`config.mk`:
```
export PLATFORM = sky130hd
export DESIGN_NAME = mps_top
export DESIGN_NICKNAME = d
export VERILOG_FILES = /design/src/shared/mps_pkg.sv /design/src/logic/mps_event_flags.sv /design/src/logic/mps_sync.sv /design/src/logic/mps_top.sv
export SDC_FILE = /design/constraint.sdc
export NUM_CORES = 1
export LEC_CHECK = 0
export BUFFER_PORTS_ARGS = -buffer_cell sky130_fd_sc_hd__buf_2
export CAP_MARGIN = 10
export CORE_AREA = 2 2 93 104
export CTS_CLUSTER_SIZE = 24
export DETAILED_ROUTE_END_ITERATION = 16
export DIE_AREA = 0 0 95 106
export GPL_TIMING_DRIVEN = 1
export PLACE_DENSITY = 0.89
export SKIP_CTS_REPAIR_TIMING = 1
export SLEW_MARGIN = 15
export SYNTH_ARGS = -nofsm -noshare
export SYNTH_HDL_FRONTEND = slang
export SYNTH_SLANG_ARGS = --single-unit
```
`constraint.sdc`:
```
create_clock -name aclk -period 3.1 [get_ports aclk]
set_input_delay 0.31 -clock aclk [delete_from_list [all_inputs] [get_ports aclk]]
set_output_delay 0.31 -clock aclk [all_outputs]
set_load 0.02 [all_outputs]
```
`src/shared/mps_pkg.sv`:
```
/*
  Constants shared by the PHY status and management pin block:
  register offsets, field positions, reset values and bus answers.
  Assumes a 32-bit AXI4-Lite register bus with byte addresses.
*/
package mps_pkg;

  // ****************************************
  // Register map
  // ****************************************
  localparam int          ADDR_W      = 8;
  localparam logic [7:0]  OFS_FLAGS   = 8'h00;
  localparam logic [7:0]  OFS_IRQ_EN  = 8'h04;
  localparam logic [7:0]  OFS_PINS    = 8'h08;
  localparam logic [7:0]  OFS_LINK    = 8'h0c;
  localparam logic [7:0]  OFS_ADDR_HI = 8'h10;
  localparam logic [7:0]  OFS_MODE    = 8'h14;

  // ****************************************
  // Fields
  // ****************************************
  localparam int NUM_FLAGS    = 3;
  localparam int FLAG_ILLEGAL = 0;
  localparam int FLAG_WAKE    = 1;
  localparam int FLAG_LINK    = 2;
  localparam int PIN_MDC      = 0;
  localparam int PIN_DIR      = 1;
  localparam int PIN_DOUT     = 2;
  localparam int PIN_DIN      = 3;
  localparam int LINK_MONITOR_BIT = 0;
  localparam int MODE_WAKE_EN = 9;

  // ****************************************
  // Synchroniser lanes
  // ****************************************
  localparam int NUM_SYNC = 3;
  localparam int SYN_LINK = 0;
  localparam int SYN_ILL  = 1;
  localparam int SYN_MDIO = 2;
  // Link edges wait until both sync stages and the edge copy are refilled
  localparam int SETTLE_N = 3;

  // ****************************************
  // Reset values and bus answers
  // ****************************************
  localparam logic [31:0] RST_WORD    = 32'h0000_0000;
  localparam logic [2:0]  RST_FLAGS   = 3'h0;
  localparam logic [1:0]  RESP_OKAY   = 2'h0;
  localparam logic [1:0]  RESP_SLVERR = 2'h2;

endpackage

```
`src/logic/mps_event_flags.sv`:
```
/*
  Sticky event flags, one per event, cleared by writing one.
  Assumes set and clear come from logic on aclk.
*/
`timescale 1ns/1ps
module mps_event_flags
  import mps_pkg::*;
(
  input  wire logic                 aclk,
  input  wire logic                 aresetn,
  input  wire logic [NUM_FLAGS-1:0] set,
  input  wire logic [NUM_FLAGS-1:0] clr,
  output logic      [NUM_FLAGS-1:0] flags
);

  logic [NUM_FLAGS-1:0] flags_q;
  logic [NUM_FLAGS-1:0] flags_d;

  // ****************************************
  // Set wins over clear
  // ****************************************
  for (genvar i = 0; i < NUM_FLAGS; i++)
  begin : g_flag
    always_comb
    begin
      flags_d[i] = (flags_q[i] & ~clr[i]) | set[i];
    end
  end

  always_ff @(posedge aclk)
  begin
    if (!aresetn)
      flags_q <= RST_FLAGS;
    else
      flags_q <= flags_d;
  end

  assign flags = flags_q;

endmodule

```
`src/logic/mps_sync.sv`:
```
/*
  Two flip-flop synchronisers, one per lane.
  Assumes inputs are asynchronous to aclk; only stage two is read.
*/
`timescale 1ns/1ps
module mps_sync
  import mps_pkg::*;
#(
  parameter int W = NUM_SYNC
)(
  input  wire logic         aclk,
  input  wire logic         aresetn,
  input  wire logic [W-1:0] async_in,
  output logic      [W-1:0] sync_out
);

  logic [W-1:0] meta_q;
  logic [W-1:0] meta_d;
  logic [W-1:0] sync_q;
  logic [W-1:0] sync_d;

  // ****************************************
  // Per-lane stages
  // ****************************************
  for (genvar i = 0; i < W; i++)
  begin : g_lane
    always_comb
    begin
      meta_d[i] = async_in[i];
      sync_d[i] = meta_q[i];
    end
  end

  always_ff @(posedge aclk)
  begin
    if (!aresetn)
    begin
      meta_q <= '0;
      sync_q <= '0;
    end
    else
    begin
      meta_q <= meta_d;
      sync_q <= sync_d;
    end
  end

  assign sync_out = sync_q;

endmodule

```
`src/logic/mps_top.sv`:
```
/*
  PHY status flags, interrupt enables, management pin register,
  link monitor and station address high word, on AXI4-Lite.
  Assumes one write and one read at a time from the master; PHY pins
  are asynchronous, wake_frame_seen is a one-cycle pulse on aclk.
*/
`timescale 1ns/1ps
// Contract
// - Any edge of the synchronised link input sets the link-change flag, bit 2.
// - Writing one clears a flag; writing zero leaves it alone.
// - A recognised wake frame sets flag bit 1.
// - An illegal carrier report from the PHY sets flag bit 0.
// - All three flags are zero after reset.
// - Reserved bits of the four status-side registers read as zero.
// - Enable bit n gates interrupt reporting of flag bit n.
// - Enables reset to zero; one lets the flag raise the interrupt.
// - Pin register bit 3 reads the sampled management data pin.
// - Data-out bit drives the data pin only while direction is one.
// - Direction bit 1: zero reads, one writes; resets to zero.
// - Pin register bit 0 drives the management clock pin directly.
// - Link monitor bit 0 shows the current PHY link level.
// - Leaving reset with the link up does not set a spurious link-change flag.
// - Wake frames are recognised only while mode bit 9 is one.
// - Address-high holds station address bits 47 to 16, read/write, reset zero.
module mps_top
  import mps_pkg::*;
(
  input  wire logic              aclk,
  input  wire logic              aresetn,
  input  wire logic [ADDR_W-1:0] awaddr,
  input  wire logic              awvalid,
  output logic                   awready,
  input  wire logic [31:0]       wdata,
  input  wire logic [3:0]        wstrb,
  input  wire logic              wvalid,
  output logic                   wready,
  output logic      [1:0]        bresp,
  output logic                   bvalid,
  input  wire logic              bready,
  input  wire logic [ADDR_W-1:0] araddr,
  input  wire logic              arvalid,
  output logic                   arready,
  output logic      [31:0]       rdata,
  output logic      [1:0]        rresp,
  output logic                   rvalid,
  input  wire logic              rready,
  input  wire logic              link_status_input,
  input  wire logic              illegal_carrier_in,
  input  wire logic              wake_frame_seen,
  output logic                   wake_frame_detect_en,
  output logic                   mdc,
  input  wire logic              mdio_i,
  output logic                   mdio_o,
  output logic                   mdio_oe,
  output logic                   irq
);

  // ****************************************
  // Declarations
  // ****************************************
  logic [NUM_SYNC-1:0]  sync_s;
  logic [NUM_FLAGS-1:0] flags;
  logic [NUM_FLAGS-1:0] flag_set;
  logic [NUM_FLAGS-1:0] flag_clr;
  logic                 link_edge;
  logic                 wr_go;
  logic                 rd_go;
  logic                 aw_full_q, aw_full_d;
  logic                 w_full_q, w_full_d;
  logic [ADDR_W-1:0]    aw_addr_q, aw_addr_d;
  logic [31:0]          w_data_q, w_data_d;
  logic [3:0]           w_strb_q, w_strb_d;
  logic                 bvalid_q, bvalid_d;
  logic [1:0]           bresp_q, bresp_d;
  logic                 rvalid_q, rvalid_d;
  logic [1:0]           rresp_q, rresp_d;
  logic [31:0]          rdata_q, rdata_d;
  logic [NUM_FLAGS-1:0] en_q, en_d;
  logic [2:0]           pins_q, pins_d;
  logic                 wake_en_q, wake_en_d;
  logic [31:0]          addr_hi_q, addr_hi_d;
  logic                 link_prev_q, link_prev_d;
  logic [SETTLE_N-1:0]  settle_q, settle_d;
  logic                 irq_q, irq_d;
  logic [31:0]          addr_hi_wr;

  // ****************************************
  // Pin synchronisers and flags
  // ****************************************
  mps_sync #(.W (NUM_SYNC)) u_sync (
    .aclk     (aclk),
    .aresetn  (aresetn),
    .async_in ({mdio_i, illegal_carrier_in, link_status_input}),
    .sync_out (sync_s)
  );

  mps_event_flags u_flags (
    .aclk     (aclk),
    .aresetn  (aresetn),
    .set      (flag_set),
    .clr      (flag_clr),
    .flags    (flags)
  );

  // Edges count only once both sync stages and the copy hold real pin levels
  assign link_edge = settle_q[SETTLE_N-1] && (sync_s[SYN_LINK] != link_prev_q);

  always_comb
  begin
    flag_set               = '0;
    flag_set[FLAG_LINK]    = link_edge;
    flag_set[FLAG_WAKE]    = wake_frame_seen && wake_en_q;
    flag_set[FLAG_ILLEGAL] = sync_s[SYN_ILL];
    flag_clr               = '0;
    if (wr_go && aw_addr_q == OFS_FLAGS && w_strb_q[0])
      flag_clr = w_data_q[NUM_FLAGS-1:0];
  end

  // ****************************************
  // Bus handshakes
  // ****************************************
  assign awready = !aw_full_q;
  assign wready  = !w_full_q;
  assign arready = !rvalid_q;
  assign wr_go   = aw_full_q && w_full_q && !bvalid_q;
  assign rd_go   = arvalid && !rvalid_q;

  for (genvar b = 0; b < 4; b++)
  begin : g_byte
    assign addr_hi_wr[b*8 +: 8] = w_strb_q[b] ? w_data_q[b*8 +: 8] : addr_hi_q[b*8 +: 8];
  end

  always_comb
  begin
    aw_full_d = aw_full_q;
    aw_addr_d = aw_addr_q;
    w_full_d  = w_full_q;
    w_data_d  = w_data_q;
    w_strb_d  = w_strb_q;
    bvalid_d  = bvalid_q;
    bresp_d   = bresp_q;
    if (awvalid && !aw_full_q)
    begin
      aw_full_d = 1'b1;
      aw_addr_d = awaddr;
    end
    if (wvalid && !w_full_q)
    begin
      w_full_d = 1'b1;
      w_data_d = wdata;
      w_strb_d = wstrb;
    end
    if (bvalid_q && bready)
      bvalid_d = 1'b0;
    if (wr_go)
    begin
      aw_full_d = 1'b0;
      w_full_d  = 1'b0;
      bvalid_d  = 1'b1;
      case (aw_addr_q)
        OFS_FLAGS, OFS_IRQ_EN, OFS_PINS, OFS_LINK, OFS_ADDR_HI, OFS_MODE:
          bresp_d = RESP_OKAY;
        default:
          bresp_d = RESP_SLVERR;
      endcase
    end
  end

  // ****************************************
  // Register writes and pin state
  // ****************************************
  always_comb
  begin
    en_d        = en_q;
    pins_d      = pins_q;
    wake_en_d   = wake_en_q;
    addr_hi_d   = addr_hi_q;
    link_prev_d = sync_s[SYN_LINK];
    settle_d    = {settle_q[SETTLE_N-2:0], 1'b1};
    if (wr_go && w_strb_q[0])
    begin
      // Reserved bits are dropped, so stray ones never reach logic
      if (aw_addr_q == OFS_IRQ_EN)
        en_d = w_data_q[NUM_FLAGS-1:0];
      if (aw_addr_q == OFS_PINS)
        pins_d = w_data_q[PIN_DOUT:PIN_MDC];
    end
    if (wr_go && w_strb_q[1] && aw_addr_q == OFS_MODE)
      wake_en_d = w_data_q[MODE_WAKE_EN];
    if (wr_go && aw_addr_q == OFS_ADDR_HI)
      addr_hi_d = addr_hi_wr;
    irq_d = |(flags & en_q);
  end

  // ****************************************
  // Read data
  // ****************************************
  always_comb
  begin
    rvalid_d = rvalid_q;
    rresp_d  = rresp_q;
    rdata_d  = rdata_q;
    if (rvalid_q && rready)
      rvalid_d = 1'b0;
    if (rd_go)
    begin
      rvalid_d = 1'b1;
      rresp_d  = RESP_OKAY;
      rdata_d  = RST_WORD;
      case (araddr)
        OFS_FLAGS:
          rdata_d[NUM_FLAGS-1:0] = flags;
        OFS_IRQ_EN:
          rdata_d[NUM_FLAGS-1:0] = en_q;
        OFS_PINS:
          rdata_d[PIN_DIN:PIN_MDC] = {sync_s[SYN_MDIO], pins_q};
        OFS_LINK:
          rdata_d[LINK_MONITOR_BIT] = sync_s[SYN_LINK];
        OFS_ADDR_HI:
          rdata_d = addr_hi_q;
        OFS_MODE:
          rdata_d[MODE_WAKE_EN] = wake_en_q;
        default:
          rresp_d = RESP_SLVERR;
      endcase
    end
  end

  // ****************************************
  // State registers
  // ****************************************
  always_ff @(posedge aclk)
  begin
    if (!aresetn)
    begin
      aw_full_q   <= 1'b0;
      aw_addr_q   <= '0;
      w_full_q    <= 1'b0;
      w_data_q    <= RST_WORD;
      w_strb_q    <= '0;
      bvalid_q    <= 1'b0;
      bresp_q     <= RESP_OKAY;
      rvalid_q    <= 1'b0;
      rresp_q     <= RESP_OKAY;
      rdata_q     <= RST_WORD;
      en_q        <= '0;
      pins_q      <= '0;
      wake_en_q   <= 1'b0;
      addr_hi_q   <= RST_WORD;
      link_prev_q <= 1'b0;
      settle_q    <= '0;
      irq_q       <= 1'b0;
    end
    else
    begin
      aw_full_q   <= aw_full_d;
      aw_addr_q   <= aw_addr_d;
      w_full_q    <= w_full_d;
      w_data_q    <= w_data_d;
      w_strb_q    <= w_strb_d;
      bvalid_q    <= bvalid_d;
      bresp_q     <= bresp_d;
      rvalid_q    <= rvalid_d;
      rresp_q     <= rresp_d;
      rdata_q     <= rdata_d;
      en_q        <= en_d;
      pins_q      <= pins_d;
      wake_en_q   <= wake_en_d;
      addr_hi_q   <= addr_hi_d;
      link_prev_q <= link_prev_d;
      settle_q    <= settle_d;
      irq_q       <= irq_d;
    end
  end

  // ****************************************
  // Outputs
  // ****************************************
  assign bvalid               = bvalid_q;
  assign bresp                = bresp_q;
  assign rvalid               = rvalid_q;
  assign rresp                = rresp_q;
  assign rdata                = rdata_q;
  assign mdc                  = pins_q[PIN_MDC];
  assign mdio_o               = pins_q[PIN_DOUT];
  assign mdio_oe              = pins_q[PIN_DIR];
  assign wake_frame_detect_en = wake_en_q;
  // One cycle behind the flags, since irq comes from a flip-flop
  assign irq                  = irq_q;
endmodule

```
==> results of run 1 <==
report_power, final:
| group | internal [µW] | switching [µW] |
|---|---|---|
| clock network | 1160 | 724 |
| registers | 1780 | 34.9 |
| logic | 88.2 | 144 |
| total | 3030 | 903 |
flip-flops by register name (all words and copies together) (netlist names), 3 cells and up:
| register | cells |
|---|---|
| en_q | 3 |
| u_sync.meta_q | 3 |
| rdata | 32 |
| u_flags.flags | 3 |
| addr_hi_q | 32 |
| u_sync.sync_out | 3 |
| aw_addr_q | 8 |
| settle_q | 3 |
| w_data_q | 32 |
| pins_q | 3 |
| w_strb_q | 4 |
path summary, 6_finish.rpt:
kind	from	end	slack [ns]	depth (start not counted)
setup / recovery	aw_addr_q[0]	addr_hi_q[13]	0.97	4
hold / removal	wdata[18]	w_data_q[18]	0.02	3
setup reg to reg	aw_addr_q[0]	addr_hi_q[13]	0.97	4
hold reg to reg	u_sync.meta_q[0]	u_sync.sync_out[0]	0.43	1
Yosys cell counts, types with 2 or more instances:
cell / instances / share of area, %
a22o_1: 27 / 4.9
a211oi_1: 4 / 0.62
and2_1: 10 / 1.3
clkbuf_1: 28 / 2.2
a21oi_1: 44 / 4.5
nor3_1: 4 / 0.41
dfxtp_1: 135 / 55
or4_1: 2 / 0.31
nor2b_1: 4 / 0.51
inv_1: 4 / 0.31
buf_4: 2 / 0.31
nand2_1: 87 / 6.7
nand4_1: 4 / 0.51
buf_2: 4 / 0.41
nand3_1: 2 / 0.21
mux2i_1: 51 / 10
o21ai_0: 8 / 0.82
a311oi_1: 2 / 0.36
nor4bb_1: 4 / 0.82
nor4_4: 3 / 1.3
nor2_1: 55 / 4.2
stage by stage:
step | setup slack (ns) | area (µm²) | total power (µW)
after global routing | 0.8755 | 6046 | 4065
after detailed placement | 0.9897 | 5444 | 2081
final | 0.9728 | 6046 | 3932
after floorplan | 1.173 | 4876 | 1999
after global placement | 1.048 | 5444 | 2069
after CTS | 0.9646 | 6006 | 3947
critical path, stage by stage, from the launching register on:
cell     delay [ns]
dfxtp_1        0.32
or4_4          0.60
or4_1          0.73
mux2i_1        0.26
nor2_1         0.06
routing by layer:
| metal | GRT usage [%] | share of wire (%) | up-vias |
|---|---|---|---|
| met2 | 38.86 | 51 | 144 |
| li1 | - | - | 1935 |
| met4 | 12.11 | 3.2 | 0 |
| met5 | 0 | 0 | - |
| met1 | 26.44 | 40 | 1890 |
| met3 | 6.662 | 5.4 | 32 |
cell families (layout without fill, tap and decap cells):
kind of cell,after synthesis,in the layout,synth area share (%)
and+or+nand+nor,185,185,18.03
DFF,135,135,55.47
AOI/OAI and AO/OA,90,90,12.04
muxes,52,52,10.71
buffers and inverters,40,152,3.492
other,1,2,0.07697
xor gates and xnor gates,1,1,0.1798
layout make-up:
type,instances,share of cell area [%]
clock buffer,19,7.140
inverter,5,0.3104
tap,117,2.421
clock inverter,13,2.152
sequential,135,44.70
timing repair buffer,115,10.06
multi-input combinational,330,33.22
==> run metrics, run 1 <==
status=complete, no violations; # placed instances=between 600 and 700; via count=around 4k; CP Launch Type=flop; critical path type=flop to flop; Min Hold Slack=roughly 0.023 ns; per-cell routed wire length=between 15 and 20 µm; total CTS buffers=17; Leakage=0.002609 µW; Final ANT Viol Nets=0; async set-reset flop share out of synthesis=0%; number of max-cap violations=0; n_diodes=0; Worst setup EP type=flop; Setup TNS=0 ns; Initial Util=around 53%; 1st-pass router iterations=5; highest clock rate=roughly 470 MHz; chip width=between 90 and 100 µm; Layout area overhead=24.09%; cell count after synthesis=between 500 and 600; CTS clk-pin slew, worst paths=0.06 ns; critical path arrival=about 2.5 ns; total grt overflow=0; largest net degree at the start of global routing=91; CP Data Required Time=roughly 3.5 ns; Peak VDD IR=0.4811 mV; Via density=5.451; commonest non-fill, non-tap cell in the layout=dfxtp_1; period utilization=roughly two thirds; clk buf depth=2; H-tree depth=4; CTS Sinks=approximately 140; Main synth FF type=dfxtp_1; die area=0.01007 mm²; Layout Utilization=66.29%; global-route wire length before repair=17,900 µm; Hold Violations, Final=0; CTS tree=done; synthesized area per cell=just under 10 µm²; FF/Latch Area=approximately 0.0027 mm²; vias in the first global route=around 3.9k; DRC Markers=0; count of final max-slew check failures=0; share of layout cells above drive strength 1=24.31%; count of input and output buffers=approximately 110; Placeable Area=0.009120 mm²; max_slew headroom=between 30 and 40%; most frequent cells in the layout=135 x dfxtp_1, 106 x buf_2, 87 x nand2_1; worst hold path class=input pin to flop; PD cells=~650 mW/mm²; fin crit period=2.127 ns; unrepaired setup endpoints after global routing=false; Die Y-Extent=106 µm; total track usage=between 20% and 30%; Cell variety after synth=41; Final setup violation count=0; Seq cells post-synth=about 140; HPWL Detailed=7601 µm; multi-input logic area=between 0.002 and 0.0025 mm²; Seq/Total Area, Yosys=between 50% and 60%; worst skew pair latency=about 0.52 ns; initial drt markers=around 210; Yosys warnings=0; Post-synth EDFFs=0; Nets=roughly 670; Slew @ Worst Pin=~0.95 ns; io pins=~110; fillers=702; initial antenna violation count=0; worst-path maximum fanout=8; Mapped Area=0.004872 mm²; CTS root buf=clkbuf_8; # rows=37; skew final=between 0.008 and 0.009 ns; final wirelength=roughly 11,000 µm; Final Non-Filler Cells=between 700 and 800; GPL Wtd Cong=between 0.8 and 0.9
No activity file was read; power rests on OpenSTA's default activity.
==> run 2: changes to the inputs <==
CORE_AREA = 2 2 95 106   (was 2 2 93 104)
DIE_AREA = 0 0 97 108   (was 0 0 95 106)
PLACE_DENSITY = 0.86   (was 0.89)
clock period = 2 ns   (was 3.1 ns; I/O delays follow)
==> run 2 against run 1 <==
  * Global-route usage down 1.0 points
  * Sequential cell count stayed put
  * Routed wire length grew 7.2%
  * Sequential share of layout area shrank 4.4 points
  * Register-to-register slack got worse by 0.91 ns
  * Largest power group unchanged
  * Highest routed layer unchanged
==> run metrics, run 2 (same netlist as run 1, synthesis figures left out) <==
Peak VDD IR=around 0.69 mV; # rows=37; highest clock rate=a little over 500 MHz; PD cells=950.0 mW/mm²; largest net degree at the start of global routing=between 90 and 100; Via density=about 5.3; Placeable Area=0.009305 mm²; unrepaired setup endpoints after global routing=false; skew final=around 0.0087 ns; share of layout cells above drive strength 1=a little under a quarter; fin crit period=~1.9 ns; number of max-cap violations=0; status=complete, no violations; H-tree depth=4; CP Depth=6; Bufs and invs on worst path=2; Reg power frac=between 40% and 50%; Setup TNS=0 ns; worst hold path class=input pin to flop; Initial Util=~52%; CP Launch Type=flop; CTS tree=done; Die Y-Extent=about 110 µm; Logic pwr share=7.1%; GPL Wtd Cong=0.7832; worst skew pair latency=0.52 ns; CTS root buf=clkbuf_8; slowest cell delay on critical path=about 0.53 ns; Final setup violation count=0; Net Sw Frac=around 22%; most frequent cells in the layout=135 x dfxtp_1, 106 x buf_2, 87 x nand2_1; HPWL Detailed=7311 µm; DRC Markers=0; reg2reg path depth=6; CTS Sinks=135; clock share of power=between 40% and 50%; total internal power=between 4000 and 5000 µW; Final ANT Viol Nets=0; CP top delay family=simple AND/OR/NAND/NOR gates; Sw Pwr=around 1400 µW; Worst setup EP type=flop; Leakage=around 0.0029 µW; vias in the first global route=roughly 3.9k; total CTS buffers=17; worst hold stages=2; count of input and output buffers=~110; total track usage=22.15%; max_slew headroom=40.36%; chip width=around 97 µm; initial antenna violation count=0; n_diodes=0; CP Data Required Time=2.37 ns; Hold Violations, Final=0; Final Non-Filler Cells=about 800; period utilization=a little over nine tenths; commonest non-fill, non-tap cell in the layout=dfxtp_1; final worst setup slack=roughly 0.065 ns; slowest stage cell, crit path=or4_4; die area=0.01048 mm²; total grt overflow=0; Slew @ Worst Pin=about 0.89 ns; per-cell routed wire length=15.33 µm; worst-path maximum fanout=8; via count=~4.2k; clk buf depth=2; critical path type=flop to flop; DP Worst Slack=0.1170 ns; initial drt markers=about 260; CP Cell Sequence=or4_4 -> buf_4 -> nor4_4 -> buf_12 -> mux2i_1 -> nor2_1; Layout area overhead=37.54%; global-route wire length before repair=about 19,000 µm; CTS clk-pin slew, worst paths=0.06 ns; critical path arrival=approximately 2.3 ns; count of final max-slew check failures=0; final wirelength=roughly 12,000 µm; io pins=approximately 110; # placed instances=between 700 and 800; 1st-pass router iterations=5; Nets=726
## run 2: cell types whose count changed in the layout (fill, tap and decap cells not counted)
cell           previous run  this run
clkbuf_8                  2         3
clkinv_2                  6         2
nor2_2                    1         0
buf_4                     5        11
bufinv_16                 2         3
dlygate4sd3_1             4        53
clkinvlp_4                3         4
nor2_4                    0         1
clkbuf_1                  1         2
buf_12                    0         4
## run 2: power by group through the flow
stage	clock network, µW	registers, µW	logic (µW)
2_1_floorplan	0	2860	238
3_3_place_gp	0	2870	355
3_5_place_dp	0	2870	366
4_1_cts	3120	2820	368
5_1_grt	3240	2830	500
6_report	3090	2820	455
## run 2: final cells by class
class                           instances  area [µm²]
Sequential cell                       135        2703
Fill cell                             636        2604
Multi-Input combinational cell        330        2013
Timing Repair Buffer                  174        1224
Clock buffer                           21       449.2
Clock inverter                         11       147.6
Tap cell                              117       146.4
Inverter                                5       18.77
## run 2: final timing paths
path / slack (ns) / to / from
setup / recovery: 0.06 / addr_hi_q[18] / aw_addr_q[0]
hold reg to reg: 0.43 / settle_q[2] / settle_q[1]
setup reg to reg: 0.06 / addr_hi_q[18] / aw_addr_q[0]
hold / removal: 0.05 / settle_q[0] / aresetn
## run 2: stage by stage
| step | instance area (µm²) | hold WS [ns] | power, µW | util [%] |
|---|---|---|---|---|
| global placement | 5569 | 0.3875 | 3221 | 59.85 |
| global route | 6701 | 0.04421 | 6565 | 72.02 |
| finish | 6701 | 0.05149 | 6367 | 72.02 |
| floorplan | 4876 | 0.2277 | 3099 | - |
| detailed placement | 5569 | 0.3938 | 3239 | 59.85 |
| CTS | 6166 | -0.1510 | 6303 | 66.26 |
## run 2: metal layers
metal	wire (µm)	vias up	track usage, %
met5	0	-	0
met4	280	0	9.256
met3	637	26	6.981
met2	6105	132	37.10
met1	5132	1966	26.58
li1	-	2053	-
